### src/design/pad_ctrl_params.svh
`ifndef PAD_CTRL_PARAMS_SVH
`define PAD_CTRL_PARAMS_SVH

// ==========================================================================
// Register byte offsets
`define OFS_PIN_DATA            12'h000
`define OFS_PIN_DIRECTION       12'h004
`define OFS_PIN_PULLUP_ENABLE   12'h008
`define OFS_PIN_SLEW_LIMIT      12'h00C
`define OFS_PIN_DRIVE_STRENGTH  12'h010
`define OFS_PIN_FUNC_OWNER      12'h014
`define OFS_PIN_STATUS          12'h018

// ==========================================================================
// Field layout and reset values
`define PIN_COUNT               6
`define OUTPUT_ONLY_IDX         4
`define INPUT_ONLY_IDX          5
`define CTRL_RESET              6'h00
`define DIGITAL_OWNER_LSB       0
`define ANALOG_OWNER_LSB        8

`endif

### src/design/pad_ctrl_pkg.sv
package pad_ctrl_pkg;

    typedef struct packed {
        logic        psel;
        logic        penable;
        logic        pwrite;
        logic [11:0] paddr;
        logic [31:0] pwdata;
    } apb_req_s;

    typedef struct packed {
        logic        pready;
        logic        pslverr;
        logic [31:0] prdata;
    } apb_rsp_s;

    typedef struct packed {
        logic [5:0] pullup_on;
        logic [5:0] slew_on;
        logic [5:0] high_drive;
        logic [5:0] drive_en;
        logic [5:0] drive_val;
    } pad_ctrl_s;

    typedef enum logic [1:0] {
        PIN_INPUT   = 2'b00,
        PIN_PORTOUT = 2'b01,
        PIN_SHARED  = 2'b11,
        PIN_ANALOG  = 2'b10
    } pin_mode_e;

endpackage

### src/design/pad_pin_gate.sv
`include "pad_ctrl_params.svh"

module pad_pin_gate #(
    parameter bit CAN_OUT = 1'b1,
    parameter bit CAN_IN  = 1'b1
) (
    input  wire logic                  direction,
    input  wire logic                  data_bit,
    input  wire logic                  pullup_bit,
    input  wire logic                  slew_bit,
    input  wire logic                  drive_bit,
    input  wire logic                  digital_own,
    input  wire logic                  digital_oe,
    input  wire logic                  digital_out,
    input  wire logic                  analog_own,
    output pad_ctrl_pkg::pin_mode_e    mode,
    output logic                       pullup_on,
    output logic                       slew_on,
    output logic                       high_drive,
    output logic                       drive_en,
    output logic                       drive_val
);
    import pad_ctrl_pkg::*;

    wire logic port_out;
    wire logic shared_out;
    wire logic is_out;

    // Analog wins over digital, digital owns the buffer over port direction
    assign mode = analog_own  ? PIN_ANALOG :
                  digital_own ? PIN_SHARED :
                  direction   ? PIN_PORTOUT : PIN_INPUT;
    assign port_out   = (mode == PIN_PORTOUT) && CAN_OUT;
    assign shared_out = (mode == PIN_SHARED) && digital_oe && CAN_OUT;
    assign is_out     = port_out || shared_out;
    assign drive_en   = is_out;
    assign drive_val  = shared_out ? digital_out : data_bit;
    // Output-only pin never gets a pullup
    assign pullup_on  = CAN_IN && !is_out && (mode != PIN_ANALOG)
                        && pullup_bit;
    // Input-only pin has no driver, so slew and drive are moot
    assign slew_on    = is_out && slew_bit;
    assign high_drive = is_out && drive_bit;

endmodule // pad_pin_gate

### src/design/port_pin_pad_control.sv
`include "pad_ctrl_params.svh"

module port_pin_pad_control (
    input  wire logic                   CLK,
    input  wire logic                   SRST,
    input  wire pad_ctrl_pkg::apb_req_s APB_REQ,
    output pad_ctrl_pkg::apb_rsp_s      APB_RSP,
    input  wire logic [5:0]             PIN_IN,
    input  wire logic [5:0]             DIGITAL_OE,
    input  wire logic [5:0]             DIGITAL_OUT,
    output pad_ctrl_pkg::pad_ctrl_s     PAD
);
    import pad_ctrl_pkg::*;

    // ======================================================================
    // Registers
    logic [5:0] pin_data;
    logic [5:0] pin_direction;
    logic [5:0] pin_pullup_enable;
    logic [5:0] pin_slew_limit_enable;
    logic [5:0] pin_drive_strength_select;
    logic [5:0] digital_owner;
    logic [5:0] analog_owner;
    logic [5:0] pin_sync1;
    logic [5:0] pin_sync2;
    logic [31:0] rdata;
    pad_ctrl_s   pad_next;
    pin_mode_e   mode [6];

    // ======================================================================
    // APB decode
    wire logic        setup   = APB_REQ.psel && !APB_REQ.penable;
    wire logic        access  = APB_REQ.psel && APB_REQ.penable;
    wire logic        wr      = access && APB_REQ.pwrite;
    wire logic [11:0] a       = APB_REQ.paddr;
    wire logic        hit_dat = (a == `OFS_PIN_DATA);
    wire logic        hit_dir = (a == `OFS_PIN_DIRECTION);
    wire logic        hit_pue = (a == `OFS_PIN_PULLUP_ENABLE);
    wire logic        hit_sle = (a == `OFS_PIN_SLEW_LIMIT);
    wire logic        hit_drv = (a == `OFS_PIN_DRIVE_STRENGTH);
    wire logic        hit_own = (a == `OFS_PIN_FUNC_OWNER);
    wire logic        hit_sts = (a == `OFS_PIN_STATUS);
    wire logic        mapped  = hit_dat || hit_dir || hit_pue || hit_sle
                                || hit_drv || hit_own || hit_sts;
    wire logic [5:0]  wd6     = APB_REQ.pwdata[5:0];
    // Input-only pin reads the pin; output-only pin reads the latch
    wire logic [5:0]  dir_eff = {1'b0, 1'b1, pin_direction[3:0]};
    wire logic [5:0]  in_ok   = ~analog_owner & 6'h2F;
    wire logic [5:0]  data_rd = (dir_eff & pin_data)
                                | (~dir_eff & in_ok & pin_sync2);
    wire logic [31:0] rd_mux  =
        hit_dat ? {26'h0, data_rd} :
        hit_dir ? {26'h0, 1'b0, pin_direction[4:0]} :
        hit_pue ? {26'h0, pin_pullup_enable} :
        hit_sle ? {26'h0, pin_slew_limit_enable} :
        hit_drv ? {26'h0, pin_drive_strength_select} :
        hit_own ? {18'h0, analog_owner, 2'h0, digital_owner} :
        hit_sts ? {26'h0, PAD.drive_en} : 32'h0;

    // Single-wait-free slave: every access finishes in its first cycle
    assign APB_RSP.pready  = 1'b1;
    assign APB_RSP.pslverr = access && !mapped;
    assign APB_RSP.prdata  = rdata;

    always_ff @(posedge CLK) begin
        if (SRST) begin
            pin_data                  <= `CTRL_RESET;
            pin_direction             <= `CTRL_RESET;
            pin_pullup_enable         <= `CTRL_RESET;
            pin_slew_limit_enable     <= `CTRL_RESET;
            pin_drive_strength_select <= `CTRL_RESET;
            digital_owner             <= `CTRL_RESET;
            analog_owner              <= `CTRL_RESET;
        end else if (wr) begin
            if (hit_dat) pin_data <= wd6;
            if (hit_dir) pin_direction <= wd6;
            if (hit_pue) pin_pullup_enable <= wd6;
            if (hit_sle) pin_slew_limit_enable <= wd6;
            if (hit_drv) pin_drive_strength_select <= wd6;
            if (hit_own) begin
                digital_owner <= APB_REQ.pwdata[5:0];
                analog_owner  <= APB_REQ.pwdata[13:8];
            end
        end
    end

    // Read data captured in setup so it is stable through the access phase
    always_ff @(posedge CLK) begin
        if (SRST) begin
            rdata <= 32'h0;
        end else if (setup && !APB_REQ.pwrite) begin
            rdata <= rd_mux;
        end
    end

    // ======================================================================
    // Pin input synchroniser
    always_ff @(posedge CLK) begin
        if (SRST) begin
            pin_sync1 <= 6'h00;
            pin_sync2 <= 6'h00;
        end else begin
            pin_sync1 <= PIN_IN;
            pin_sync2 <= pin_sync1;
        end
    end

    // ======================================================================
    // Per-pin gating
    genvar g;
    generate
        for (g = 0; g < `PIN_COUNT; g++) begin : g_pin
            pad_pin_gate #(
                .CAN_OUT (g != `INPUT_ONLY_IDX),
                .CAN_IN  (g != `OUTPUT_ONLY_IDX)
            ) u_gate (
                .direction   (pin_direction[g]),
                .data_bit    (pin_data[g]),
                .pullup_bit  (pin_pullup_enable[g]),
                .slew_bit    (pin_slew_limit_enable[g]),
                .drive_bit   (pin_drive_strength_select[g]),
                .digital_own (digital_owner[g]),
                .digital_oe  (DIGITAL_OE[g]),
                .digital_out (DIGITAL_OUT[g]),
                .analog_own  (analog_owner[g]),
                .mode        (mode[g]),
                .pullup_on   (pad_next.pullup_on[g]),
                .slew_on     (pad_next.slew_on[g]),
                .high_drive  (pad_next.high_drive[g]),
                .drive_en    (pad_next.drive_en[g]),
                .drive_val   (pad_next.drive_val[g])
            );
        end
    endgenerate

    // Registered pad controls: one cycle after the cause
    always_ff @(posedge CLK) begin
        if (SRST) begin
            PAD <= '0;
        end else begin
            PAD <= pad_next;
        end
    end

    // ======================================================================
    // Assertions
    property p_pullup_off_out;
        @(posedge CLK) disable iff (SRST)
        pad_next.drive_en != 6'h00 |=> (PAD.pullup_on & PAD.drive_en) == 6'h0;
    endproperty
    a_pullup_off_out: assert property (p_pullup_off_out)
        else $error("pullup on while driving");

    property p_pullup_analog;
        @(posedge CLK) disable iff (SRST)
        analog_owner[0] |=> !PAD.pullup_on[0];
    endproperty
    a_pullup_analog: assert property (p_pullup_analog)
        else $error("pullup on analog pin");

    property p_pullup_follow;
        @(posedge CLK) disable iff (SRST)
        !pin_direction[0] && !digital_owner[0] && !analog_owner[0]
        |=> PAD.pullup_on[0] == $past(pin_pullup_enable[0]);
    endproperty
    a_pullup_follow: assert property (p_pullup_follow)
        else $error("pullup not following enable");

    property p_pin4_no_pullup;
        @(posedge CLK) disable iff (SRST) !PAD.pullup_on[4];
    endproperty
    a_pin4_no_pullup: assert property (p_pin4_no_pullup)
        else $error("pullup on output-only pin");

    property p_pin5_passive;
        @(posedge CLK) disable iff (SRST)
        !PAD.slew_on[5] && !PAD.high_drive[5] && !PAD.drive_en[5];
    endproperty
    a_pin5_passive: assert property (p_pin5_passive)
        else $error("input-only pin driven");

    property p_input_no_slew;
        @(posedge CLK) disable iff (SRST)
        (PAD.drive_en | ~(PAD.slew_on | PAD.high_drive)) == 6'h3F;
    endproperty
    a_input_no_slew: assert property (p_input_no_slew)
        else $error("slew or drive on input");

    property p_slew_drive;
        @(posedge CLK) disable iff (SRST)
        pin_direction[1] && !digital_owner[1] && !analog_owner[1]
        |=> PAD.drive_en[1]
            && PAD.slew_on[1] == $past(pin_slew_limit_enable[1])
            && PAD.high_drive[1] == $past(pin_drive_strength_select[1]);
    endproperty
    a_slew_drive: assert property (p_slew_drive)
        else $error("slew or drive not applied");

    property p_shared_owns;
        @(posedge CLK) disable iff (SRST)
        digital_owner[2] && !analog_owner[2] && !DIGITAL_OE[2]
        |=> !PAD.drive_en[2];
    endproperty
    a_shared_owns: assert property (p_shared_owns)
        else $error("port drives shared pin");

    property p_analog_wins;
        @(posedge CLK) disable iff (SRST)
        analog_owner[3] |=> !PAD.drive_en[3];
    endproperty
    a_analog_wins: assert property (p_analog_wins)
        else $error("analog pin driven");

    property p_readback;
        @(posedge CLK) disable iff (SRST)
        setup && !APB_REQ.pwrite && hit_pue
        |=> rdata == {26'h0, $past(pin_pullup_enable)};
    endproperty
    a_readback: assert property (p_readback)
        else $error("readback mismatch");

    // Edge of reset release only, so the unreset first cycles stay quiet
    property p_reset_clear;
        @(posedge CLK)
        $fell(SRST) |-> pin_pullup_enable == 6'h00
            && pin_slew_limit_enable == 6'h00
            && pin_drive_strength_select == 6'h00 && PAD == '0;
    endproperty
    a_reset_clear: assert property (p_reset_clear)
        else $error("controls not clear after reset");

    property p_pready_one;
        @(posedge CLK) disable iff (SRST) access |-> APB_RSP.pready;
    endproperty
    a_pready_one: assert property (p_pready_one)
        else $error("access not answered");

    property p_slverr_map;
        @(posedge CLK) disable iff (SRST)
        access |-> APB_RSP.pslverr == !mapped;
    endproperty
    a_slverr_map: assert property (p_slverr_map)
        else $error("error response wrong");

    property p_pue_write;
        @(posedge CLK) disable iff (SRST)
        wr && hit_pue |=> pin_pullup_enable == $past(APB_REQ.pwdata[5:0]);
    endproperty
    a_pue_write: assert property (p_pue_write)
        else $error("pullup enable write lost");

    property p_sle_write;
        @(posedge CLK) disable iff (SRST)
        wr && hit_sle
        |=> pin_slew_limit_enable == $past(APB_REQ.pwdata[5:0]);
    endproperty
    a_sle_write: assert property (p_sle_write)
        else $error("slew enable write lost");

    property p_drv_write;
        @(posedge CLK) disable iff (SRST)
        wr && hit_drv
        |=> pin_drive_strength_select == $past(APB_REQ.pwdata[5:0]);
    endproperty
    a_drv_write: assert property (p_drv_write)
        else $error("drive select write lost");

    property p_pin5_pullup;
        @(posedge CLK) disable iff (SRST)
        !analog_owner[5]
        |=> PAD.pullup_on[5] == $past(pin_pullup_enable[5]);
    endproperty
    a_pin5_pullup: assert property (p_pin5_pullup)
        else $error("input-only pin pullup wrong");

    property p_shared_drive;
        @(posedge CLK) disable iff (SRST)
        digital_owner[0] && !analog_owner[0]
        |=> PAD.drive_en[0] == $past(DIGITAL_OE[0])
            && (!PAD.drive_en[0]
                || PAD.drive_val[0] == $past(DIGITAL_OUT[0]));
    endproperty
    a_shared_drive: assert property (p_shared_drive)
        else $error("shared function not driving pin");

    property p_port_drive_val;
        @(posedge CLK) disable iff (SRST)
        pin_direction[1] && !digital_owner[1] && !analog_owner[1]
        |=> PAD.drive_val[1] == $past(pin_data[1]);
    endproperty
    a_port_drive_val: assert property (p_port_drive_val)
        else $error("port output value wrong");

    property p_analog_no_pullup;
        @(posedge CLK) disable iff (SRST)
        (PAD.pullup_on & $past(analog_owner)) == 6'h00;
    endproperty
    a_analog_no_pullup: assert property (p_analog_no_pullup)
        else $error("pullup on analog pin");

    c_write: cover property (@(posedge CLK) wr && hit_pue);
    c_shared: cover property (@(posedge CLK) PAD.drive_en[0]
                              && digital_owner[0]);
    c_pullup: cover property (@(posedge CLK) PAD.pullup_on[1]);
    c_highdrv: cover property (@(posedge CLK) PAD.high_drive[2]);
    c_analog: cover property (@(posedge CLK) mode[0] == PIN_ANALOG);

endmodule // port_pin_pad_control
### config.mk
export PLATFORM = sky130hd
export DESIGN_NAME = port_pin_pad_control
export DESIGN_NICKNAME = d
export VERILOG_FILES = /design/src/design/pad_ctrl_pkg.sv /design/src/design/pad_pin_gate.sv /design/src/design/port_pin_pad_control.sv
export VERILOG_INCLUDE_DIRS = /design/src /design/src/design
export SDC_FILE = /design/constraint.sdc
export NUM_CORES = 1
export LEC_CHECK = 0
export BUFFER_PORTS_ARGS = -buffer_cell sky130_fd_sc_hd__buf_4
export CORE_MARGIN = 10
export CORE_UTILIZATION = 32
export DETAILED_ROUTE_END_ITERATION = 8
export GPL_TIMING_DRIVEN = 0
export SLEW_MARGIN = 20
export SYNTH_ARGS = -nofsm -noshare
export SYNTH_HDL_FRONTEND = slang
export SYNTH_SLANG_ARGS = --single-unit
### constraint.sdc
create_clock -name CLK -period 1.8 [get_ports CLK]
set_clock_uncertainty 0.15 [all_clocks]
set_input_delay 0 -clock CLK [delete_from_list [all_inputs] [get_ports CLK]]
set_output_delay 0 -clock CLK [all_outputs]
set_load 0.01 [all_outputs]
==> results of run 1 <==
## layout make-up
class | count | area, um^2
Buffer | 42 | 278
Antenna cell | 1 | 2.50
Fill cell | 1108 | 6200
Inverter | 2 | 7.51
Sequential cell | 89 | 1790
Tap cell | 143 | 179
Clock inverter | 6 | 42.5
Multi-Input combinational cell | 274 | 1790
Timing Repair Buffer | 115 | 948
Clock buffer | 10 | 239
## synth_stat cells (all sizes together)
cell type   n
nor2       75
mux2        5
conb        2
nand3       3
a22oi      15
or3         2
and2       10
mux2i      50
clkinv      1
and3        5
a222oi      1
nor4        7
nor3        9
a211o       5
o41ai       1
nand2b      6
inv         1
nor3b       2
a31o        1
o21ai      13
a31oi       4
nand2      10
a21oi       2
clkbuf     10
or3b        1
a22o        4
a211oi      1
dfxtp      89
nand3b      1
a221o       3
nor2b      13
buf        32
## state kept, by name (all words and copies together), names as in the netlist
register                   flops
PAD                           26
rdata                         12
analog_owner                   6
digital_owner                  6
pin_data                       6
pin_drive_strength_select      6
pin_pullup_enable              6
pin_slew_limit_enable          6
pin_direction                  5
pin_sync1                      5
pin_sync2                      5
## metrics by stage
stage                     std cells  total power, W
after CTS                       681         0.00417
after detailed placement        631         0.00234
after global placement          631         0.00234
after floorplan                 407         0.00220
final                           682         0.00414
after global routing            682         0.00428
## power groups by stage
stage	logic, W	registers (W)	clock network, W
3_5_place_dp	0.000310	0.00203	0
3_3_place_gp	0.000307	0.00203	0
4_1_cts	0.000361	0.00199	0.00182
6_report	0.000364	0.00199	0.00178
5_1_grt	0.000399	0.00199	0.00189
2_1_floorplan	0.000168	0.00203	0
## path summary, 6_finish.rpt
kind | startpoint | to | slack, ns | cells after the start
worst max-delay path | digital_owner[4] | PAD[4] | 0.12 | 5
worst min-delay path | SRST | PAD[8] | 0.05 | 2
worst max register to register | digital_owner[4] | PAD[4] | 0.12 | 5
worst min register to register | pin_sync1[2] | pin_sync2[2] | 0.29 | 1
## logic make-up after synthesis
kind of cell / Yosys count
buffers and inverters: 44
flip-flops: 89
other: 2
multiplexers: 55
AND/OR/NAND/NOR: 144
AO/OA/AOI/OAI: 50
## layout by cell type (no fill, tap or decap), types with 3 or more instances in the layout
cell / count
a211o_1: 5
and2_1: 10
nor2b_1: 13
a31oi_1: 4
nor2_1: 75
buf_6: 3
nand2b_1: 6
buf_4: 106
dfxtp_2: 3
and3_1: 5
mux2_2: 5
nor3_1: 7
conb_1: 25
dlygate4sd3_1: 34
nand2_1: 10
dfxtp_1: 86
a22oi_1: 15
a221o_1: 3
buf_2: 3
mux2i_1: 50
clkbuf_1: 10
nor4_4: 5
o21ai_0: 13
clkbuf_16: 9
a22o_1: 4
## timing repair
| item | in CTS | in global routing |
|---|---|---|
| hold buffers | 34 | 0 |
| endpoints found under the hold margin | 64 | 0 |
| resized for setup | 0 | 3 |
| endpoints found under the setup margin | 0 | 3 |
## metal layers
layer  track usage  up-vias
li1              -     1592
met1         0.169     1462
met2         0.219      131
met3        0.0349       13
met4        0.0655        0
met5             0        -
==> metrics.txt, run 1 <==
status complete, no violations; CP required 1.86 ns; 1st-pass router iterations 4; Synth area leader dfxtp_1; WL met2 5.31 mm; Longest Clk Path Bufs 2; Flop pwr share 0.481; xor/xnor cell area share of the yosys netlist 0; Mapped Avg Cell Area 9.81 um^2; post-synthesis sequential area ratio 0.473; met1 WL 4.76 mm; P&R area growth vs syn 39.8%; maxcap violations 0; dpl hpwl 8.50 mm; row count 39; Synth Area in Compound Gates 0.0946; Pleak 2.19 nW; starting density of the core 0.329; Final min period 1.68 ns; Setup crit end kind register; first-pass GRT wire length 17.8 mm; via count 3198; dpl ws -0.107 ns; die footprint 16500 um^2; most used cell, CP nor2_1; GRT overflow 0; main combinational cell family by area after synthesis simple AND/OR/NAND/NOR gates; Clock Sinks 89; nature of the critical path startpoint register; Total GRT Usage 0.137; Switching Share 0.241; final setup violating endpoints 0; die height 129 um; net load switching power 0.000997 W; Top-Level Pins 131; Worst-path clk slew 0.07 ns; Skew-Pair Late Insertion Delay 0.34 ns; Final Hold Fails 0; CTS tree built; share of the synthesized area in the top cell type 0.473; CORE AREA 11500 um^2; final WL 11.2 mm; DRC 0; vias per cell 4.69; nets 600; Post-Synth Adder-Cell Area 0; Max FO, Critical Path 4; Relative slew margins 0.564; post-synthesis simple-gate area fraction 0.207; average routed wire per standard cell 16.5 um; H-tree levels 3; fraction of layout cells with a size suffix above 1 0.273; Post-Route Utilization 0.460; Syn Std Cell Area 3770 um^2; fin crit share 0.934; final hold slack 0.0511 ns; YS warnings 0; die width 129 um; crit path kind register to register; Iter 0 DRT Violations 199; max layer used met4; PD cells 785 nW/um^2; vias in the first global route 3301; Final WS setup 0.119 ns; fin. max-slew vios 0; Post-CTS Repair Setup Buffers 0; Fin Setup TNS 0 ns; worst path bufs/invs 1; Port-buffer cells 81; post-route ant nets 0; post-route cell area 5270 um^2; Max Freq 595 MHz; Area after DPL 4640 um^2; CP max stage delay 0.57 ns; Hold WC Path Type input pin to register; DR WL met3 934 um; initial antenna violation count 1; Netlist cell types 39; synthesized flop and latch total 89; critical path data arrival time 1.74 ns; TritonCTS Buffers 9; worst vdd rail ir drop 0.401 mV; gpl congestion 0.885; crit-path cells nand2_1, nor2_1, mux2i_1, dlygate4sd3_1, nor2_1; cells after synthesis 384; Worst-Margin Slew 0.649 ns; Internal 0.00314 W; Comb pwr share 0.088; Clk pwr share 0.431; fraction of synthesized area in multiplexers 0.148; Clock Tree Root clkbuf_16; synth top area cells dfxtp_1, mux2i_1, nor2_1; Crit-path slowest cell dlygate4sd3_1; Top delay family on crit path buffers and inverters; largest net degree at the start of global routing 16
(Power assumes the default switching activity.)
==> run 2, diff against run 1 <==
- GPL_TIMING_DRIVEN: 0 -> unset
==> run 2 against run 1 <==
Effect of this change:
- wire length fell by 6.5%
- final cell count down 2.3%
- register-to-register slack about the same
- flip-flop and latch count is the same
- clock power is 6% higher
- clock-buffer cell count up 1
- critical endpoint is now PAD[0]
- critical path depth did not move
- sequential power about the same
- total power rose by 1.5%
- first-iteration DRC count fell by 2.0%
==> metrics.txt, run 2 (same netlist as run 1, synthesis figures left out) <==
Relative slew margins 0.642 (+0.0782); CORE AREA 11500 um^2 (unchanged); met1 WL 4.74 mm (-0.55%); Top-Level Pins 131 (unchanged); RSZ-0062 raised after global routing no; worst path bufs/invs 1 (unchanged); final WL 10.5 mm (-6.5%); DRC 0 (unchanged); Longest Clk Path Bufs 2 (unchanged); Clock Tree Root clkbuf_16; Hold WC Path Type input pin to register; post-route ant nets 0 (unchanged); most used cell, CP nor2_1; Iter 0 DRT Violations 195 (-2.0%); Setup crit end kind register; CP max stage delay 0.57 ns (about the same); nets 585 (-2.5%); DR WL met3 659 um (-29%); Max FO, Critical Path 4 (unchanged); P&R area growth vs syn 39.1%; row count 39 (unchanged); Largest Register PAD; maxcap violations 0 (unchanged); fin. max-slew vios 0 (unchanged); worst vdd rail ir drop 0.533 mV (+33%); nature of the critical path startpoint register; Port-buffer cells 82 (+1.2%); die height 129 um (unchanged); GRT overflow 0 (unchanged); TritonCTS Buffers 9 (unchanged); register area 1780 um^2 (-0.14%); largest registers PAD (26), rdata (12); average routed wire per standard cell 15.8 um (-4.2%); die footprint 16500 um^2 (unchanged); final setup violating endpoints 0 (unchanged); Final min period 1.68 ns (+0.000687 ns); CTS tree built; Largest register FFs 26 (unchanged); via count 3183 (-0.47%); Worst-path clk slew 0.07 ns (about the same); largest net degree at the start of global routing 51 (+35); Pleak 2.15 nW (-1.8%); 1st-pass router iterations 4 (unchanged); Skew-Pair Late Insertion Delay 0.34 ns (about the same); fin crit share 0.935 (about the same); Clock Sinks 89 (unchanged); Fin Setup TNS 0 ns (unchanged); die width 129 um (unchanged); dpl ws 0.0251 ns (+0.132 ns); commonest non-fill, non-tap cell in the layout buf_4; Final WS setup 0.118 ns (-0.000687 ns); PD cells 802 nW/um^2 (+2.1%); vias per cell 4.78 (+1.9%); status complete, no violations; crit-path cells nand2_1, nor2_1, mux2i_1, dlygate4sd3_1, nor2_1; H-tree levels 3 (unchanged); antenna fix cells 0 (-1); Max Freq 594 MHz (about the same); gpl congestion 0.822 (-7.1%); most frequent cells in the layout buf_4, dfxtp_1, nor2_1; Top delay family on crit path buffers and inverters; initial antenna violation count 0 (-1); Final Hold Fails 0 (unchanged); crit path kind register to register; vias in the first global route 3258 (-1.3%); max layer used met4; dpl hpwl 7.92 mm (-6.8%); Worst-Margin Slew 0.536 ns (-0.112 ns); Post-CTS Repair Setup Buffers 0 (unchanged); first-pass GRT wire length 17.0 mm (-4.8%); footprint of the multi-input gates 1810 um^2 (+0.98%); Layout fillers 1089 (-1.7%); Total GRT Usage 0.128 (-0.00904); critical path data arrival time 1.75 ns (about the same); Crit-path slowest cell dlygate4sd3_1; starting density of the core 0.329 (unchanged); fraction of layout cells with a size suffix above 1 0.264 (-0.00937); WL met2 4.92 mm (-7.5%); CP required 1.87 ns (about the same)
## run 2: cell types whose count changed in the layout (fill, tap and decap cells not counted), sizes merged
cell | before | now
buf | 113 | 105
bufinv | 0 | 1
clkbuf | 20 | 11
clkinv | 4 | 1
diode | 1 | 0
dlygate4sd3 | 34 | 37
inv | 2 | 3
## run 2: timing repair
action,in CTS,in global routing
gates resized for setup,0,4
hold endpoints to repair,69,0
hold buffers,37,0
endpoints found under the setup margin,0,7
## run 2: final timing paths
check | cells past startpoint | slack [ns] | to | from
max | 5 | 0.12 | PAD[0] | digital_owner[0]
min reg2reg | 1 | 0.29 | pin_sync2[3] | pin_sync1[3]
max reg2reg | 5 | 0.12 | PAD[0] | digital_owner[0]
min | 5 | 0.07 | rdata[2] | APB_REQ[36]
## run 2: layout make-up
class | instances | share of cell area
well taps | 143 | 0.0341
clock buffers | 11 | 0.0444
multi-input cells | 274 | 0.344
clock inverters | 5 | 0.0119
flip-flops and latches | 89 | 0.340
inverters | 2 | 0.00143
repair buffers | 142 | 0.223
## run 2: worst reg2reg max path, cell delays in order, from the launching register on
cell	delay (ns)
dfxtp_1	0.40
nand2_1	0.07
nor2_1	0.12
mux2i_1	0.20
dlygate4sd3_1	0.57
nor2_1	0.04
## run 2: stage by stage
stage	hold WS (ns)	utilization	instance area, um^2	instances	power, W
6_report	0.0692	0.457	5240	666	0.00420
5_1_grt	0.0832	0.457	5240	666	0.00435
4_1_cts	0.0589	0.455	5220	666	0.00423
3_5_place_dp	0.0650	0.397	4560	613	0.00230
3_3_place_gp	0.0630	0.397	4560	613	0.00229
2_1_floorplan	-0.0218	-	3850	407	0.00220
## run 2: where the power goes
part	switching (W)	internal [W]
combinational	0.000171	0.000155
sequential	0.00000512	0.00198
clock	0.000800	0.00109
## run 2: routing by layer
layer  track usage  vias up
met5             0        -
met1         0.164     1517
met2         0.203      102
met3        0.0300       12
met4        0.0530        0
li1              -     1552
